$ cat config.mk
export PLATFORM = sky130hd
export DESIGN_NAME = pwpb_bridge
export DESIGN_NICKNAME = d
export VERILOG_FILES = /design/src/pwpb_pkg.sv /design/src/pwpb_apb_if.sv /design/src/pwpb_bridge.sv /design/src/pwpb_guard_unit.sv
export SDC_FILE = /design/constraint.sdc
export NUM_CORES = 1
export LEC_CHECK = 0
export ABC_CLOCK_PERIOD_IN_PS = 1900
export BUFFER_PORTS_ARGS = -buffer_cell sky130_fd_sc_hd__buf_4
export CORE_ASPECT_RATIO = 0.7
export CORE_MARGIN = 4
export CORE_UTILIZATION = 48
export DETAILED_ROUTE_END_ITERATION = 10
export PLACE_DENSITY = 0.8
export RECOVER_POWER = 25
export SLEW_MARGIN = 20
export SYNTH_ARGS = -nofsm -noshare
export SYNTH_HDL_FRONTEND = slang
export SYNTH_SLANG_ARGS = --single-unit
$ cat constraint.sdc
create_clock -name clk -period 1.9 [get_ports clk]
set_input_delay 0.38 -clock clk [delete_from_list [all_inputs] [get_ports clk]]
set_output_delay 0.38 -clock clk [all_outputs]
set_load 0.05 [all_outputs]
$ cat src/pwpb_pkg.sv
// package of constants for the peripheral write protect bridge
`default_nettype none
package pwpb_pkg;
  // ----------------------------------------------------------------
  // guard register map, sizing and ahb codes
  // ----------------------------------------------------------------
  localparam int PWPB_NUM_PERIPH = 8;
  localparam int PWPB_PERIPH_AW = 8;
  localparam logic [7:0] PWPB_CLEAR_VIEW_OFS = 8'h00;
  localparam logic [7:0] PWPB_SET_VIEW_OFS = 8'h04;
  localparam logic [7:0] PWPB_GUARD_RESET = 8'h00;
  localparam logic [3:0] PWPB_GUARD_SLOT = 4'hF;
  localparam logic [1:0] PWPB_HTRANS_NONSEQ = 2'h2;
  localparam logic [1:0] PWPB_HRESP_OKAY = 2'h0;
  localparam logic [1:0] PWPB_HRESP_ERROR = 2'h1;
endpackage
`default_nettype wire

$ cat src/pwpb_apb_if.sv
// apb side bundle between the bridge and the peripheral guard unit
`default_nettype none
interface pwpb_apb_if;
  logic psel;
  logic penable;
  logic pwrite;
  logic [31:0] paddr;
  logic [31:0] pwdata;
  logic [3:0] pstrb;
  logic [2:0] pprot;
  logic [31:0] prdata;
  logic pready;
  logic pslverr;
  logic [7:0] guard;
  modport bridge (output psel, penable, pwrite, paddr, pwdata, pstrb, pprot,
                  input prdata, pready, pslverr, guard);
  modport unit (input psel, penable, pwrite, paddr, pwdata, pstrb, pprot,
                output prdata, pready, pslverr, guard);
endinterface
`default_nettype wire

$ cat src/pwpb_bridge.sv
// ahb to apb bridge with per peripheral write guarding
`default_nettype none
// Functional notes
// A one written to the clear view clears that protection bit and unguards the peripheral.
// A one written to the set view sets that protection bit and guards the peripheral.
// Both views read back the same current protection bits.
// A write to a guarded peripheral is dropped and answered with an access error.
// Writing a one to the set view for an already guarded peripheral answers an error.
// Writing a one to the clear view for an already unguarded peripheral answers an error.
// A zero written to either view leaves its protection bit unchanged.
// The bridge is an ahb slave that forwards to apb4 with waits, errors and protection.
// Address and data go out on apb together in one combined cycle.
// Byte, half-word and word transfers carry byte strobes for reads and writes alike.
// The bridge ahb clock must be running before any transfer is tried.
// Software sharing a peripheral should read the set view before unprotecting it.
// Guard errors come back as apb error and then as a two cycle ahb error. Blocked writes skip the apb error and go straight to the ahb error.
module pwpb_bridge
  import pwpb_pkg::*;
#(
  parameter int NUM_PERIPH = PWPB_NUM_PERIPH
) (
  // clock and reset
  input wire logic clk,
  input wire logic srst,
  // ahb slave side
  input wire logic hsel,
  input wire logic [31:0] haddr,
  input wire logic [1:0] htrans,
  input wire logic hwrite,
  input wire logic [2:0] hsize,
  input wire logic [3:0] hprot,
  input wire logic [31:0] hwdata,
  input wire logic hready,
  output logic hreadyout,
  output logic [1:0] hresp,
  output logic [31:0] hrdata,
  // apb master side to peripherals
  output logic psel,
  output logic penable,
  output logic pwrite,
  output logic [31:0] paddr,
  output logic [31:0] pwdata,
  output logic [3:0] pstrb,
  output logic [2:0] pprot,
  input wire logic [31:0] prdata,
  input wire logic pready,
  input wire logic pslverr
);
  import pwpb_pkg::*;

  typedef enum logic [2:0] {IDLE, LOAD, ACCESS, ERR1, ERR2} pwpb_phase_type;
  typedef struct packed {
    pwpb_phase_type phase;
    logic wr;
    logic unit;
    logic [31:0] addr;
    logic [3:0] strb;
    logic [2:0] prot;
    logic [31:0] wdata;
    logic [31:0] rdata;
  } pwpb_state_type;
  pwpb_state_type st_q;
  pwpb_state_type st_d;
  pwpb_apb_if gu_bus ();
  logic take;
  logic [3:0] slot;
  logic blocked;
  logic done;
  logic err;
  logic [31:0] rd;

  // strobe lanes from size and low address, used for reads too
  function automatic logic [3:0] lanes(input logic [2:0] sz, input logic [1:0] a);
    logic [3:0] m;
    m = 4'h0;
    case (sz)
      3'h0: m = 4'h1 << a;
      3'h1: m = a[1] ? 4'hC : 4'h3;
      default: m = 4'hF;
    endcase
    return m;
  endfunction

  pwpb_guard_unit u_guard (
    .clk(clk),
    .srst(srst),
    .apb(gu_bus.unit)
  );

  // ----------------------------------------------------------------
  // apb routing: slot 15 is the guard unit, others are peripherals
  // ----------------------------------------------------------------
  assign slot = st_q.addr[15:12];
  assign gu_bus.psel = st_q.phase == ACCESS && st_q.unit;
  assign gu_bus.penable = gu_bus.psel;
  assign gu_bus.pwrite = st_q.wr;
  assign gu_bus.paddr = st_q.addr;
  assign gu_bus.pwdata = st_q.wdata;
  assign gu_bus.pstrb = st_q.strb;
  assign gu_bus.pprot = st_q.prot;

  // combined address and data cycle: psel and penable rise together
  assign psel = st_q.phase == ACCESS && !st_q.unit;
  assign penable = psel;
  assign pwrite = st_q.wr;
  assign paddr = st_q.addr;
  assign pwdata = st_q.wdata;
  // read strobes are kept: sizing applies to reads too, unlike plain apb4
  assign pstrb = st_q.strb;
  assign pprot = st_q.prot;
  assign done = st_q.unit ? gu_bus.pready : pready;
  assign err = st_q.unit ? gu_bus.pslverr : pslverr;
  assign rd = st_q.unit ? gu_bus.prdata : prdata;

  // ----------------------------------------------------------------
  // ahb address phase capture and transfer sequencing
  // ----------------------------------------------------------------
  // a transfer is taken only while the bus shows ready
  assign take = hsel && hready && htrans[1];
  // guard check on the captured write; the guard unit itself is never blocked
  assign blocked = st_q.wr && !st_q.unit && slot < 4'(NUM_PERIPH) &&
                   gu_bus.guard[slot[2:0]];

  always_comb begin
    st_d = st_q;
    case (st_q.phase)
      // a new transfer may start in the last error cycle, when hreadyout is high
      IDLE, ERR2: begin
        st_d.phase = IDLE;
        if (take) begin
          st_d.phase = LOAD;
          st_d.wr = hwrite;
          st_d.addr = haddr;
          st_d.unit = haddr[15:12] == PWPB_GUARD_SLOT;
          st_d.strb = lanes(hsize, haddr[1:0]);
          st_d.prot = {~hprot[0], 1'b0, hprot[1]};
        end
      end
      // data phase: latch hwdata so apb gets address and data in one cycle
      LOAD: begin
        st_d.wdata = hwdata;
        st_d.phase = blocked ? ERR1 : ACCESS;
      end
      ACCESS: begin
        if (blocked) begin
          st_d.phase = ERR1;
        end else if (done) begin
          st_d.rdata = rd;
          st_d.phase = err ? ERR1 : IDLE;
        end
      end
      ERR1: st_d.phase = ERR2;
      default: st_d.phase = IDLE;
    endcase
  end

  always_ff @(posedge clk) begin
    if (srst) begin
      st_q <= '{phase: IDLE, default: '0};
    end else begin
      st_q <= st_d;
    end
  end

  // ahb answer: wait while busy, two cycle error response
  assign hreadyout = st_q.phase == IDLE || st_q.phase == ERR2;
  assign hresp = (st_q.phase == ERR1 || st_q.phase == ERR2) ? PWPB_HRESP_ERROR
                                                             : PWPB_HRESP_OKAY;
  assign hrdata = st_q.rdata;

  // ----------------------------------------------------------------
  // checks
  // ----------------------------------------------------------------
  // guarded writes never reach a peripheral select
  blocked_no_psel_a: assert property (@(posedge clk) disable iff (srst)
    blocked |-> !psel) else $error("blocked write reached peripheral");
  blocked_err_a: assert property (@(posedge clk) disable iff (srst)
    (st_q.phase == LOAD && blocked) |=> hresp == PWPB_HRESP_ERROR && !hreadyout)
    else $error("blocked write not errored");
  err_two_a: assert property (@(posedge clk) disable iff (srst)
    (st_q.phase == ERR1) |=> hreadyout && hresp == PWPB_HRESP_ERROR)
    else $error("error response not two cycles");
  merged_cycle_a: assert property (@(posedge clk) disable iff (srst)
    psel |-> penable && (!pwrite || pwdata == hwdata)) else $error("separate setup phase seen");
  strobe_word_a: assert property (@(posedge clk) disable iff (srst)
    (take && hsize == 3'h2) |=> st_q.strb == 4'hF) else $error("word strobe wrong");
  set_bit_a: assert property (@(posedge clk) disable iff (srst)
    (gu_bus.psel && st_q.wr && st_q.addr[7:0] == PWPB_SET_VIEW_OFS && st_q.strb[0])
    |=> (gu_bus.guard & $past(st_q.wdata[7:0])) == $past(st_q.wdata[7:0]))
    else $error("set view did not set");
  clr_bit_a: assert property (@(posedge clk) disable iff (srst)
    (gu_bus.psel && st_q.wr && st_q.addr[7:0] == PWPB_CLEAR_VIEW_OFS && st_q.strb[0])
    |=> (gu_bus.guard & $past(st_q.wdata[7:0])) == 8'h00)
    else $error("clear view did not clear");
  views_same_a: assert property (@(posedge clk) disable iff (srst)
    gu_bus.prdata[7:0] == gu_bus.guard) else $error("views differ");
  dup_set_a: assert property (@(posedge clk) disable iff (srst)
    (gu_bus.psel && st_q.wr && st_q.addr[7:0] == PWPB_SET_VIEW_OFS && st_q.strb[0]
     && |(st_q.wdata[7:0] & gu_bus.guard)) |=> hresp == PWPB_HRESP_ERROR)
    else $error("double protect not errored");
  dup_clr_a: assert property (@(posedge clk) disable iff (srst)
    (gu_bus.psel && st_q.wr && st_q.addr[7:0] == PWPB_CLEAR_VIEW_OFS && st_q.strb[0]
     && |(st_q.wdata[7:0] & ~gu_bus.guard)) |=> hresp == PWPB_HRESP_ERROR)
    else $error("double unprotect not errored");

  // strobe lanes and protection bits follow the captured address phase
  read_strobe_a: assert property (@(posedge clk) disable iff (srst)
    (psel && !pwrite) |-> pstrb != 4'h0) else $error("read strobes missing");
  byte_lane_a: assert property (@(posedge clk) disable iff (srst)
    (take && hreadyout && hsize == 3'h0) |=> $onehot(st_q.strb)) else $error("byte lane wrong");
  half_lane_a: assert property (@(posedge clk) disable iff (srst)
    (take && hreadyout && hsize == 3'h1) |=> st_q.strb == 4'h3 || st_q.strb == 4'hC)
    else $error("half lane wrong");
  prot_map_a: assert property (@(posedge clk) disable iff (srst)
    (take && hreadyout) |=> pprot[0] == $past(hprot[1]) && pprot[2] == !$past(hprot[0]))
    else $error("protection bits wrong");
  // the data phase always waits one cycle before the combined apb cycle, or before the error response for a blocked write
  load_wait_a: assert property (@(posedge clk) disable iff (srst)
    (st_q.phase == LOAD) |-> !hreadyout && !psel) else $error("load cycle not waited");
  slave_err_a: assert property (@(posedge clk) disable iff (srst)
    (st_q.phase == ACCESS && !st_q.unit && pready && pslverr)
    |=> hresp == PWPB_HRESP_ERROR && !hreadyout) else $error("slave error not passed on");
endmodule
`default_nettype wire

$ cat src/pwpb_guard_unit.sv
// peripheral guard unit: protection bits behind the clear and set views
`default_nettype none
module pwpb_guard_unit
  import pwpb_pkg::*;
(
  // clock and reset
  input wire logic clk,
  input wire logic srst,
  // register access
  pwpb_apb_if.unit apb
);
  typedef struct packed {
    logic [7:0] guard;
  } pwpb_gu_state_type;
  pwpb_gu_state_type st_q;
  pwpb_gu_state_type st_d;
  logic is_wr;
  logic hit_clr;
  logic hit_set;
  logic [7:0] wbits;

  // ----------------------------------------------------------------
  // decode and update
  // ----------------------------------------------------------------
  assign is_wr = apb.psel && apb.penable && apb.pwrite;
  assign hit_clr = apb.paddr[7:0] == PWPB_CLEAR_VIEW_OFS;
  assign hit_set = apb.paddr[7:0] == PWPB_SET_VIEW_OFS;
  assign wbits = apb.pstrb[0] ? apb.pwdata[7:0] : 8'h00;

  // zeros leave bits alone; ones clear or set
  always_comb begin
    st_d = st_q;
    if (is_wr && hit_clr) begin
      st_d.guard = st_q.guard & ~wbits;
    end else if (is_wr && hit_set) begin
      st_d.guard = st_q.guard | wbits;
    end
  end

  always_ff @(posedge clk) begin
    if (srst) begin
      st_q <= '{guard: PWPB_GUARD_RESET};
    end else begin
      st_q <= st_d;
    end
  end

  // both views read the same bits; repeated protect or unprotect flags error
  assign apb.prdata = {24'h000000, st_q.guard};
  assign apb.pready = 1'b1;
  assign apb.pslverr = is_wr && ((hit_set && |(wbits & st_q.guard)) ||
                                 (hit_clr && |(wbits & ~st_q.guard)));
  assign apb.guard = st_q.guard;
endmodule
`default_nettype wire

==> flow_summary.json <==
{
  "grt.overflow.total": 0,
  "drive_above_1_share": 0.324,
  "sw_frac_of_total": 0.250,
  "fin_setup_tns_ps": 0,
  "cp.arrival_ps": 2140,
  "syn-cell-area_um2": 5340,
  "port-buffer-count": 215,
  "via_per_inst": 5.15,
  "path_class": "reg -> reg",
  "fp.dieW_um": 134,
  "setup_viol": 0,
  "htreeDepth": 4,
  "cts_tree": "done",
  "clkSinkCount": 115,
  "clk_pin_slew_ps": 50,
  "grt_pass1_vias": 4699,
  "pwr_density_cell_nw_per_um2": 925,
  "ys_seq_area_frac": 0.431,
  "p_int_mw": 4.81,
  "cts_buffers": 17,
  "fmax_ghz": 0.551,
  "timing.max_cap.violations": 0,
  "hold_buffers": 0,
  "post-route-period-util": 0.956,
  "slew_viol_final": 0,
  "dpl.hpwl_mm": 10.4,
  "clk_latency_ps": 400,
  "multi_input_area_um2": 2140,
  "outcome": "completed",
  "grt_util_met3": 0.0758,
  "antenna_found_initial": 0,
  "grt_max_degree": 46,
  "p_clk_frac": 0.488,
  "pwr-share-comb": 0.118,
  "first_pass_iters": 4,
  "slew-limit-headroom": 0.415,
  "cp.required_ps": 2220,
  "synth_cell_type_count": 41,
  "ys_ff_latch": 115,
  "dr_total_vias": 4781,
  "synth.avg_cell_area_um2": 8.23,
  "grt_pass1_wl_mm": 22.8,
  "fin_cells": 929,
  "die_y_um": 96.3,
  "gr-usage-all-layers": 0.221,
  "ant_nets": 0,
  "seq_power_share": 0.393,
  "dp.cells": 892,
  "hold_viol_final": 0,
  "min_period_ps": 1820,
  "critPathLaunchType": "flop",
  "dp_slack_ps": -100,
  "hold_slack_ps": 155,
  "grt_busiest_layer": "met2",
  "worst_pin_slew_ps": 877,
  "nFillCells": 921,
  "ys_warn_count": 0,
  "fin_nets": 882,
  "coreArea_um2": 10600,
  "initialDrtViolationCount": 265,
  "antenna_cells": 0,
  "seq_area_um2": 2300,
  "timing.final.ws_setup_ps": 83.9,
  "fin_total_pwr_mw": 6.41,
  "clockRootBuffer": "clkbuf_16",
  "gp_congestion": 0.853,
  "use_met2": 0.380,
  "met1_usage": 0.260,
  "initial_core_util": 0.504,
  "peakVddDrop_uv": 632,
  "hp-class": "in -> reg",
  "syn_inst": 649,
  "worstPathMaxFanout": 31,
  "fin_worst_skew_ps": 12.4,
  "power.leakage_nw": 2.67,
  "p_switching_mw": 1.60,
  "areaGrowthSynthToFinish_pct": 29.7,
  "wl_mm": 14.8,
  "end_kind": "flop",
  "drcViolationCount": 0,
  "io_pins": 221,
  "dieArea_um2": 12900,
  "avgRoutedWirePerCell_um": 15.9,
  "clockBufferDepth": 2,
  "num_rows": 31
}
-- metal layers --
metal / vias to the layer above / share of wire
li1: 2300 / -
met1: 2272 / 0.41
met2: 192 / 0.49
met3: 17 / 0.089
met4: 0 / 0.013
met5: - / 0
-- cell type report --
type                            instances  share of cell area
Sequential cell                       115               0.333
Multi-Input combinational cell        386               0.309
Timing Repair Buffer                  243               0.244
Clock buffer                           21              0.0693
Tap cell                              148              0.0267
Clock inverter                          9              0.0152
Inverter                                7             0.00379
-- worst max-delay path, cell delays in order, from the launching register on --
cell,delay [ps]
dfxtp_1,420
mux2_2,390
o22ai_4,260
o31a_4,190
buf_12,190
nor2_1,80
a211oi_2,210
-- cell families after synthesis --
| group | after synthesis | synth area share |
|---|---|---|
| buf+inv | 150 | 0.187 |
| mux | 11 | 0.0234 |
| other cells | 1 | 0.000702 |
| flops | 115 | 0.431 |
| compound gates | 142 | 0.165 |
| simple gates | 230 | 0.193 |
-- cell usage after synthesis (all sizes together) --
library cell / n / area share
inv: 7 / 0.0049
a21oi: 101 / 0.095
o22ai: 1 / 0.0023
nor3b: 2 / 0.0037
nor2b: 4 / 0.0047
nand2b: 2 / 0.0023
mux2: 2 / 0.0042
nor2: 24 / 0.018
conb: 1 / 0.00070
o31ai: 2 / 0.0054
dfxtp: 115 / 0.43
nor4b: 1 / 0.0016
mux2i: 8 / 0.015
and4: 2 / 0.0033
nand2: 161 / 0.11
nor3: 3 / 0.0037
and2: 1 / 0.0012
nand3b: 24 / 0.034
a211oi: 18 / 0.033
clkbuf: 29 / 0.020
o21ai: 4 / 0.0037
a22oi: 6 / 0.0084
mux4: 1 / 0.0042
o21a: 1 / 0.0014
o31a: 1 / 0.0033
nand4: 3 / 0.0035
nor4: 2 / 0.0023
buf: 114 / 0.16
a221oi: 1 / 0.0016
o211ai: 2 / 0.0028
o41ai: 1 / 0.0016
or3b: 1 / 0.0016
a311oi: 3 / 0.0049
a2111oi: 1 / 0.0016
-- worst paths after layout --
| check | startpoint | end | slack [ps] | depth (start not counted) |
|---|---|---|---|---|
| min reg2reg | hrdata[27] | hrdata[27] | 450 | 2 |
| min | hprot[0] | pprot[2] | 150 | 2 |
| max | paddr[14] | hrdata[6] | 80 | 6 |
| max reg2reg | paddr[14] | hrdata[6] | 80 | 6 |
-- metrics by stage --
| step | utilization | area (um^2) |
|---|---|---|
| 6_report | 0.654 | 6930 |
| 2_1_floorplan | - | 5350 |
| 3_5_place_dp | 0.604 | 6400 |
| 5_1_grt | 0.654 | 6930 |
| 4_1_cts | 0.663 | 7020 |
| 3_3_place_gp | 0.604 | 6400 |
-- state kept, by name, summed over array words and instances, names as in the netlist, named ones only --
signal / count
hrdata: 32
paddr: 32
pwdata: 32
pstrb: 4
st_q: 4
pprot: 2
pwrite: 1
-- what timing repair did --
item                                    4_1_cts  5_1_grt
gates cloned                                  1        0
endpoints found under the setup margin       26       37
endpoints found under the hold margin         0        0
buffers inserted                              0        6
gates resized for setup                       5       11
pin swaps                                     1        5
-- power groups by stage --
stage / clock [mW] / sequential [mW] / combinational [mW]
2_1_floorplan: 0 / 2.56 / 0.512
5_1_grt: 3.30 / 2.53 / 0.811
4_1_cts: 3.18 / 2.52 / 0.775
3_3_place_gp: 0 / 2.57 / 0.755
6_report: 3.13 / 2.52 / 0.758
3_5_place_dp: 0 / 2.57 / 0.767
-- cell usage in the layout, fill, tap and decap left out, drive strengths merged, types with 6 or more instances in the layout --
cell    synthesis  routed
dfxtp         115     115
a211oi         18      18
a22oi           6       6
inv             7       7
mux2i           8       8
nand3b         24      24
nor2           24      24
buf           114     189
a21oi         101     101
clkbuf         29      75
nand2         161     161
Power figures use the tool's default switching activity.
